$ cat config.mk
export PLATFORM = sky130hd
export DESIGN_NAME = mrs_top
export DESIGN_NICKNAME = d
export VERILOG_FILES = /design/src/mrs_pkg.sv /design/src/mrs_top.sv
export VERILOG_INCLUDE_DIRS = /design/src
export SDC_FILE = /design/constraint.sdc
export NUM_CORES = 1
export LEC_CHECK = 0
export BUFFER_PORTS_ARGS = -buffer_cell sky130_fd_sc_hd__buf_2
export CORE_UTILIZATION = 45
export CTS_CLUSTER_SIZE = 12
export DETAILED_ROUTE_END_ITERATION = 16
export HOLD_SLACK_MARGIN = 0.15
export SYNTH_ARGS = -nofsm -noshare
export SYNTH_HDL_FRONTEND = slang
export SYNTH_SLANG_ARGS = --single-unit
$ cat constraint.sdc
create_clock -name i_mclk -period 5.15 [get_ports i_mclk]
set_input_delay 0.2575 -clock i_mclk [delete_from_list [all_inputs] [get_ports i_mclk]]
set_output_delay 0.2575 -clock i_mclk [all_outputs]
set_load 0.02 [all_outputs]
$ cat src/mrs_defs.svh
// Timing and default-configuration constants for the modem reset sequencer.
// Assumes inclusion by bare name from the package and design file.
`ifndef MRS_DEFS_SVH
`define MRS_DEFS_SVH

`define MRS_CLK_HZ          10000000
`define MRS_SETTLE_MIN_MS   50
`define MRS_SETTLE_MAX_MS   350
`define MRS_READY_MS        10
`define MRS_DIP_MS          30
`define MRS_EXT_PULSE_US    3
`define MRS_CFG_WORD_DFLT   8'h00
`define MRS_REG_SEL_DFLT    4'h0
`define MRS_TX_CLK_EXT_BIT  0
`define MRS_ECHO_TONE_BIT   1
`define MRS_ZERO8           8'h00
`define MRS_ONE32           32'h00000001

`endif

$ cat src/mrs_pkg.sv
// Types for the modem reset sequencer.
// Assumes mrs_defs.svh is on the include path.
`include "mrs_defs.svh"
package mrs_pkg;
  typedef enum logic [3:0] {
    MRS_SETTLE = 4'h1,
    MRS_WAIT   = 4'h2,
    MRS_READY  = 4'h4,
    MRS_CTS    = 4'h8
  } mrs_state_t;

  // Default configuration applied at every reset
  typedef struct packed {
    logic       fast_train;
    logic       v29_mode;
    logic       rate_9600;
    logic       carrier_1700;
    logic       serial_mode;
    logic       ext_tx_clk_sel;
    logic       short_echo_tone;
    logic       ones_segment;
    logic       equalizers;
    logic       irq_enable;
    logic       train_on_data;
  } mrs_cfg_t;

  typedef struct packed {
    logic [7:0] data_out;
    logic       data_oe;
    logic       irq_oe;
  } mrs_bus_out_t;

  typedef struct packed {
    logic       rx_data_clock;
    logic       tx_data_clock;
    logic       rx_data;
    logic       line_signal_detect;
    logic       clear_to_send;
  } mrs_serial_out_t;
endpackage

$ cat src/mrs_top.sv
// Reset and initialisation sequencer of the line modem, with host pin interface.
// Assumes all inputs synchronous to i_mclk; the modem core supplies serial data.
// How it works
// - Power-on reset held low 50..350 ms after power before release.
// - Configuration and request-to-send accepted only 10 ms after reset release.
// - Supply low for more than 30 ms restarts the reset cycle.
// - Every reset loads the fixed default configuration.
// - Ready for configuration 10 ms after external reset removal, or 50 + 10 ms if a power-on or dip settle was pending.
// - Host port: 8-bit data, 4-bit select, chip selects, read, write, irq.
// - Serial outputs: clocks, receive data, line detect; inputs: clock, request, data.
// - Clear-to-send only after request-to-send and completed setup.
`timescale 1ns/1ps
`default_nettype none
`include "mrs_defs.svh"
module mrs_top #(
  parameter int SETTLE_MS  = `MRS_SETTLE_MIN_MS,
  parameter int READY_MS   = `MRS_READY_MS,
  parameter int DIP_MS     = `MRS_DIP_MS,
  parameter int SETTLE_CYC = `MRS_CLK_HZ / 1000 * SETTLE_MS,
  parameter int READY_CYC  = `MRS_CLK_HZ / 1000 * READY_MS,
  parameter int DIP_CYC    = `MRS_CLK_HZ / 1000 * DIP_MS,
  parameter int EXT_CYC    = (`MRS_CLK_HZ / 1000000) * `MRS_EXT_PULSE_US
) (
  input  wire logic                     i_mclk,
  input  wire logic                     i_sys_rst,
  input  wire logic                     i_supply_low,
  input  wire logic                     i_ext_reset_n,
  input  wire logic                     i_card_write_n,
  input  wire logic [7:0]               i_data,
  input  wire logic [3:0]               i_reg_select,
  input  wire logic                     i_tx_chip_select_n,
  input  wire logic                     i_rx_sample_chip_select_n,
  input  wire logic                     i_rx_baud_chip_select_n,
  input  wire logic                     i_read_n,
  input  wire logic                     i_write_n,
  input  wire logic                     i_ext_tx_clock,
  input  wire logic                     i_request_to_send,
  input  wire logic                     i_tx_data,
  input  wire logic                     i_core_rx_clock,
  input  wire logic                     i_core_tx_clock,
  input  wire logic                     i_core_rx_data,
  input  wire logic                     i_core_carrier,
  input  wire logic                     i_core_irq,
  input  wire logic [7:0]               i_core_rd_data,
  output logic                          o_card_power_clear_n,
  output logic                          o_ready,
  output mrs_pkg::mrs_cfg_t             o_cfg,
  output mrs_pkg::mrs_bus_out_t         o_bus,
  output mrs_pkg::mrs_serial_out_t      o_serial,
  output logic                          o_core_tx_data,
  output logic                          o_core_wr,
  output logic [3:0]                    o_core_sel,
  output logic [7:0]                    o_core_wr_data
);
  import mrs_pkg::*;

  typedef struct packed {
    mrs_state_t      state;
    logic [31:0]     cnt;
    logic [31:0]     dip_cnt;
    logic [31:0]     ext_cnt;
    logic            ext_seen;
    logic            ext_cause;
    mrs_cfg_t        cfg;
    mrs_serial_out_t ser;
    logic [7:0]      rd_data;
    logic            rd_oe;
    logic            wr;
    logic [3:0]      sel;
    logic [7:0]      wr_data;
    logic            card_wr_d;
    logic            tx_data;
  } mrs_regs_t;

  mrs_regs_t r;
  mrs_regs_t next_r;
  mrs_cfg_t  dflt;
  logic      cs_any;
  logic      restart;
  logic      dip_hit;

  always_comb begin
    dflt = '0;
    dflt.fast_train    = 1'b1;
    dflt.v29_mode      = 1'b1;
    dflt.rate_9600     = 1'b1;
    dflt.carrier_1700  = 1'b1;
    dflt.serial_mode   = 1'b1;
    dflt.train_on_data = 1'b1;
  end

  assign cs_any = ~(i_tx_chip_select_n & i_rx_sample_chip_select_n & i_rx_baud_chip_select_n);

  always_comb begin
    next_r = r;
    restart = 1'b0;
    // Supply dip timer, restarted while supply is good
    if (i_supply_low) begin
      if (r.dip_cnt < 32'(DIP_CYC))
        next_r.dip_cnt = r.dip_cnt + `MRS_ONE32;
    end else begin
      next_r.dip_cnt = '0;
    end
    dip_hit = i_supply_low && (r.dip_cnt >= 32'(DIP_CYC));
    if (dip_hit)
      restart = 1'b1;
    // External low pulse measured; short glitches are ignored
    if (!i_ext_reset_n) begin
      if (r.ext_cnt < 32'(EXT_CYC))
        next_r.ext_cnt = r.ext_cnt + `MRS_ONE32;
      if (r.ext_cnt >= 32'(EXT_CYC) - `MRS_ONE32)
        next_r.ext_seen = 1'b1;
    end else begin
      next_r.ext_cnt  = '0;
      next_r.ext_seen = 1'b0;
    end
    if (r.ext_seen)
      restart = 1'b1;

    case (r.state)
      MRS_SETTLE: begin
        next_r.cfg = dflt;
        if (r.ext_cause) begin
          // External reset skips supply settling; only the ready wait follows
          next_r.state     = MRS_WAIT;
          next_r.cnt       = '0;
          next_r.ext_cause = 1'b0;
        end else if (r.cnt >= 32'(SETTLE_CYC) - `MRS_ONE32) begin
          next_r.state = MRS_WAIT;
          next_r.cnt   = '0;
        end else begin
          next_r.cnt = r.cnt + `MRS_ONE32;
        end
      end
      MRS_WAIT: begin
        if (r.cnt >= 32'(READY_CYC) - `MRS_ONE32) begin
          next_r.state = MRS_READY;
          next_r.cnt   = '0;
        end else begin
          next_r.cnt = r.cnt + `MRS_ONE32;
        end
      end
      MRS_READY: begin
        if (i_request_to_send)
          next_r.state = MRS_CTS;
      end
      MRS_CTS: begin
        if (!i_request_to_send)
          next_r.state = MRS_READY;
      end
      default: begin
        next_r.state = MRS_SETTLE;
        next_r.cnt   = '0;
      end
    endcase

    // Host register port passes through only once ready
    next_r.wr      = 1'b0;
    next_r.rd_oe   = 1'b0;
    next_r.rd_data = `MRS_ZERO8;
    next_r.card_wr_d = i_card_write_n;
    if (r.state == MRS_READY || r.state == MRS_CTS) begin
      if (cs_any && !i_write_n) begin
        next_r.wr      = 1'b1;
        next_r.sel     = i_reg_select;
        next_r.wr_data = i_data;
      end else if (cs_any && !i_read_n) begin
        next_r.rd_oe   = 1'b1;
        next_r.rd_data = i_core_rd_data;
      end
      // Card write pulse falling edge loads the fixed control word
      if (r.card_wr_d && !i_card_write_n) begin
        next_r.cfg.ext_tx_clk_sel  = 1'b1;
        next_r.cfg.short_echo_tone = 1'b1;
        next_r.wr      = 1'b1;
        next_r.sel     = `MRS_REG_SEL_DFLT;
        next_r.wr_data = `MRS_CFG_WORD_DFLT
                         | (8'h01 << `MRS_TX_CLK_EXT_BIT)
                         | (8'h01 << `MRS_ECHO_TONE_BIT);
      end
    end

    // Serial side, clock follows selected transmit source
    next_r.ser.rx_data_clock      = i_core_rx_clock;
    next_r.ser.tx_data_clock      = r.cfg.ext_tx_clk_sel ? i_ext_tx_clock : i_core_tx_clock;
    next_r.ser.rx_data            = i_core_rx_data;
    next_r.ser.line_signal_detect = i_core_carrier;
    next_r.ser.clear_to_send      = (next_r.state == MRS_CTS);
    next_r.tx_data = (r.state == MRS_CTS) ? i_tx_data : 1'b1;

    if (restart) begin
      next_r.state   = MRS_SETTLE;
      next_r.cnt     = '0;
      next_r.cfg     = dflt;
      // A pending full settle after power-on or a dip is kept
      next_r.ext_cause = !dip_hit && (r.ext_cause || (r.state != MRS_SETTLE));
      next_r.ser.clear_to_send = 1'b0;
      next_r.wr      = 1'b0;
      next_r.rd_oe   = 1'b0;
    end
  end

  always_ff @(posedge i_mclk or posedge i_sys_rst) begin
    if (i_sys_rst) begin
      r          <= '0;
      r.state    <= MRS_SETTLE;
      r.cfg      <= '0;
      r.card_wr_d <= 1'b1;
      r.tx_data  <= 1'b1;
    end else begin
      r <= next_r;
    end
  end

  // Defaults must also hold straight out of system reset
  logic cfg_loaded;
  always_ff @(posedge i_mclk or posedge i_sys_rst) begin
    if (i_sys_rst)
      cfg_loaded <= 1'b0;
    else
      cfg_loaded <= 1'b1;
  end

  assign o_card_power_clear_n = (r.state != MRS_SETTLE);
  assign o_ready              = (r.state == MRS_READY) || (r.state == MRS_CTS);
  assign o_cfg                = cfg_loaded ? r.cfg : dflt;
  assign o_bus                = {r.rd_data, r.rd_oe, i_core_irq & r.cfg.irq_enable & o_ready};
  assign o_serial             = r.ser;
  assign o_core_tx_data       = r.tx_data;
  assign o_core_wr            = r.wr;
  assign o_core_sel           = r.sel;
  assign o_core_wr_data       = r.wr_data;
endmodule
`default_nettype wire

==> results.py <==
metrics = {
    "global_routing": {
        "gr-usage-all-layers_pct": 18.9,
        "grt_max_degree": 84,
        "antenna_found_initial": 0,
        "grt_pass1_vias": 4415,
        "grt_pass1_wl_mm": 21.6,
        "globalRoute.totalOverflow": 0,
    },
    "routing": {
        "drc": 0,
        "first_pass_iters": 5,
        "viasPerCell": 5.33,
        "vias": 4631,
        "met2_length_mm": 5.87,
        "dr.first_iter.drc_count": 285,
        "wirelength_mm": 12.6,
        "met3_length_um": 560,
        "met1_length_mm": 6.07,
        "route.top_layer_used": "met4",
        "antenna_left": 0,
        "routedWlPerCell_um": 14.5,
    },
    "sta": {
        "grt_setup_unrepaired": "false",
        "drv_slew": 0,
        "post-route-min-period_ps": 3180,
        "clock_skew_ps": 12.2,
        "fin_crit_sh_pct": 61.7,
        "finalSetupTns_ps": 0,
        "setup_viol": 0,
        "max_freq_ghz": 0.315,
        "worst_pin_slew_ps": 1000,
        "finalHoldViolations": 0,
        "slew_headroom_pct": 33.1,
    },
    "synth": {
        "yosysMostFrequentCell": "dfrtp_1",
        "ys_seq_elements": 135,
        "ys_warn_count": 0,
        "ys_seq_area_share_pct": 53.8,
        "synth_edf_count": 0,
        "yosysUniqueCellTypes": 51,
        "netlist_area_um2": 6280,
        "synthFlopType": "dfrtp_1",
        "syn_inst": 616,
        "syn_area_per_cell_um2": 10.2,
        "async_reset_ff_share_pct": 100,
        "post-synth-top-area-fraction_pct": 52.6,
        "synth_area_leader_cell": "dfrtp_1",
        "synth_common_cells": "dfrtp_1, nand2_1, and2_1",
        "ys_top_cells_by_area": "dfrtp_1, buf_4, and2_1, nand2_1, nor2b_1",
    },
    "placed_design": {
        "numPortBuffers": 74,
        "dp_hpwl_mm": 7.98,
        "placed_area_um2": 6560,
        "gp_congestion": 0.763,
    },
    "clock_tree": {
        "h-tree-depth": 4,
        "cts_tree": "built",
        "clock-sinks": 135,
        "clk_pin_slew_ps": 50,
        "cts_root_buf": "clkbuf_16",
        "cts_resized": 0,
        "insertion_delay_ps": 410,
        "cts_buffer_depth": 2,
        "cts_inserted_buffers": 17,
    },
    "cells_and_area": {
        "drive_above_1_share_pct": 16.6,
        "utilization_pct": 55.2,
        "final_nets": 727,
        "multiInputGateArea_um2": 2500,
        "syn2layout_area_growth_pct": 18.1,
        "final_cell_area_um2": 7420,
        "register_area_um2": 3380,
        "n_antenna_cell": 0,
        "fill_cells": 1168,
    },
    "critical_path": {
        "start_kind": "register",
        "r2r_end": "r[123]",
        "path_max_fanout": 26,
        "critical_path_class": "reg -> reg",
        "max_stage_delay_ps": 870,
        "path_delay_family": "simple AND/OR/NAND/NOR gates",
        "path_cells": "nor4_1, nand4_1, or4_4, o31ai_4, or4b_1, a31oi_1",
        "endpoint_kind": "register",
        "slowest_stage": "o31ai_4",
        "reg2reg_from": "r[135]",
        "cp.arrival_ps": 3510,
        "cp_num_buf_inv": 0,
        "reg2reg_depth": 6,
        "r2r_slack_ps": 1970,
        "crit_required_ps": 5480,
    },
    "pwr": {
        "p_leak_nw": 3.42,
        "ir_worst_vdd_mv": 0.237,
        "power_density_nw_per_um2": 337,
    },
    "min_path": {
        "hold_path.class": "in -> reg",
        "worstHoldStart": "i_read_n",
        "whs_path_depth": 3,
        "hold_end": "o_bus[1]",
    },
    "die": {
        "chipWidth_um": 120,
        "rows": 42,
        "die-area_um2": 14400,
        "initial_core_util_pct": 46.7,
        "die_y_um": 120,
        "io_pins": 80,
        "core-area_um2": 13500,
    },
    "run": {
        "drv_cap": 0,
    },
    "run_status": {
        "status": "completed",
    },
}
-- final cells by class --
cell class / instances / area share (%)
inverter: 10 / 0.540
timing repair buffer: 108 / 9.41
multi-input combinational: 411 / 33.8
clock inverter: 3 / 0.877
sequential: 135 / 45.6
tap: 176 / 2.97
clock buffer: 26 / 6.86
-- worst max path at each step --
stage / from / end / slack [ps] / cells after the start
4_1_cts: r[135] / r[123] / 1950 / 6
2_1_floorplan: i_sys_rst / cfg_loaded / 1290 / 1
5_1_grt: r[135] / r[123] / 1700 / 6
3_5_place_dp: r[135] / r[123] / 1990 / 6
3_3_place_gp: r[135] / r[123] / 2010 / 6
6_report: r[135] / r[123] / 1970 / 6
-- through the flow --
step,instances,hold WS (ps),power [mW],setup WS [ps]
finish,869,243,2.50,1970
global placement,811,369,1.31,2010
detailed placement,811,372,1.32,1990
CTS,869,235,2.52,1950
floorplan,619,262,1.28,1290
global route,869,247,2.60,1700
-- where the power goes --
part / switching, mW / leakage [nW] / internal [mW]
registers: 0.0506 / 1.84 / 1.10
clock network: 0.408 / 0.282 / 0.768
logic: 0.0907 / 1.30 / 0.0826
total: 0.550 / 3.42 / 1.95
-- worst reg2reg max path: cells and delay by family (launching register included) --
kind / cells / cell delay, ps
AND/OR/NAND/NOR: 4 / 1660
AO/OA/AOI/OAI: 2 / 1040
flip-flops: 1 / 410
-- repair_timing --
item                                   in CTS  in global routing
endpoints found under the hold margin     107                  0
buffers inserted                            0                  0
hold buffers                               29                  0
-- layer usage --
metal	track usage (%)	vias to the layer above
met2	28.8	102
met1	26.1	2255
li1	-	2266
met3	5.23	8
met4	6.17	0
met5	0	-
-- cell usage in the layout (no fill, tap or decap), drive strengths merged, types with 2 or more instances in the layout --
| cell type | n |
|---|---|
| dfrtp | 132 |
| buf | 79 |
| nand2 | 55 |
| and2 | 39 |
| nor2b | 32 |
| nor2 | 30 |
| dlygate4sd3 | 29 |
| nand3 | 26 |
| clkbuf | 26 |
| nor4 | 24 |
| nand4 | 24 |
| nor3 | 17 |
| o21a | 14 |
| o21ai | 14 |
| a31oi | 12 |
| a21oi | 11 |
| xnor2 | 10 |
| and3 | 10 |
| or3 | 10 |
| inv | 10 |
| a22o | 9 |
| a21boi | 8 |
| nand4b | 8 |
| ha | 6 |
| mux2i | 5 |
| a211oi | 5 |
| conb | 5 |
| nand2b | 4 |
| and4 | 3 |
| or2 | 3 |
| o211ai | 3 |
| nor4b | 3 |
| xor2 | 3 |
| dfstp | 3 |
| or4 | 3 |
| o31a | 2 |
| nand3b | 2 |
| bufinv | 2 |
| o31ai | 2 |
-- registers in the layout (all words and copies together), names as in the netlist --
register        cells
o_core_tx_data      1
r                 106
o_bus               9
o_core_wr_data      8
o_serial            5
o_core_wr           1
cfg_loaded          1
o_core_sel          4
-- kinds of logic after synthesis --
group | share of synthesized area, %
buffers and inverters | 6.49
adder cells (fa/ha/maj) | 1.19
XOR/XNOR | 1.81
flip-flops | 53.8
AND/OR/NAND/NOR | 26.2
other | 0.120
AO/OA/AOI/OAI | 9.34
multiplexers | 0.976
(Power assumes the default switching activity.)
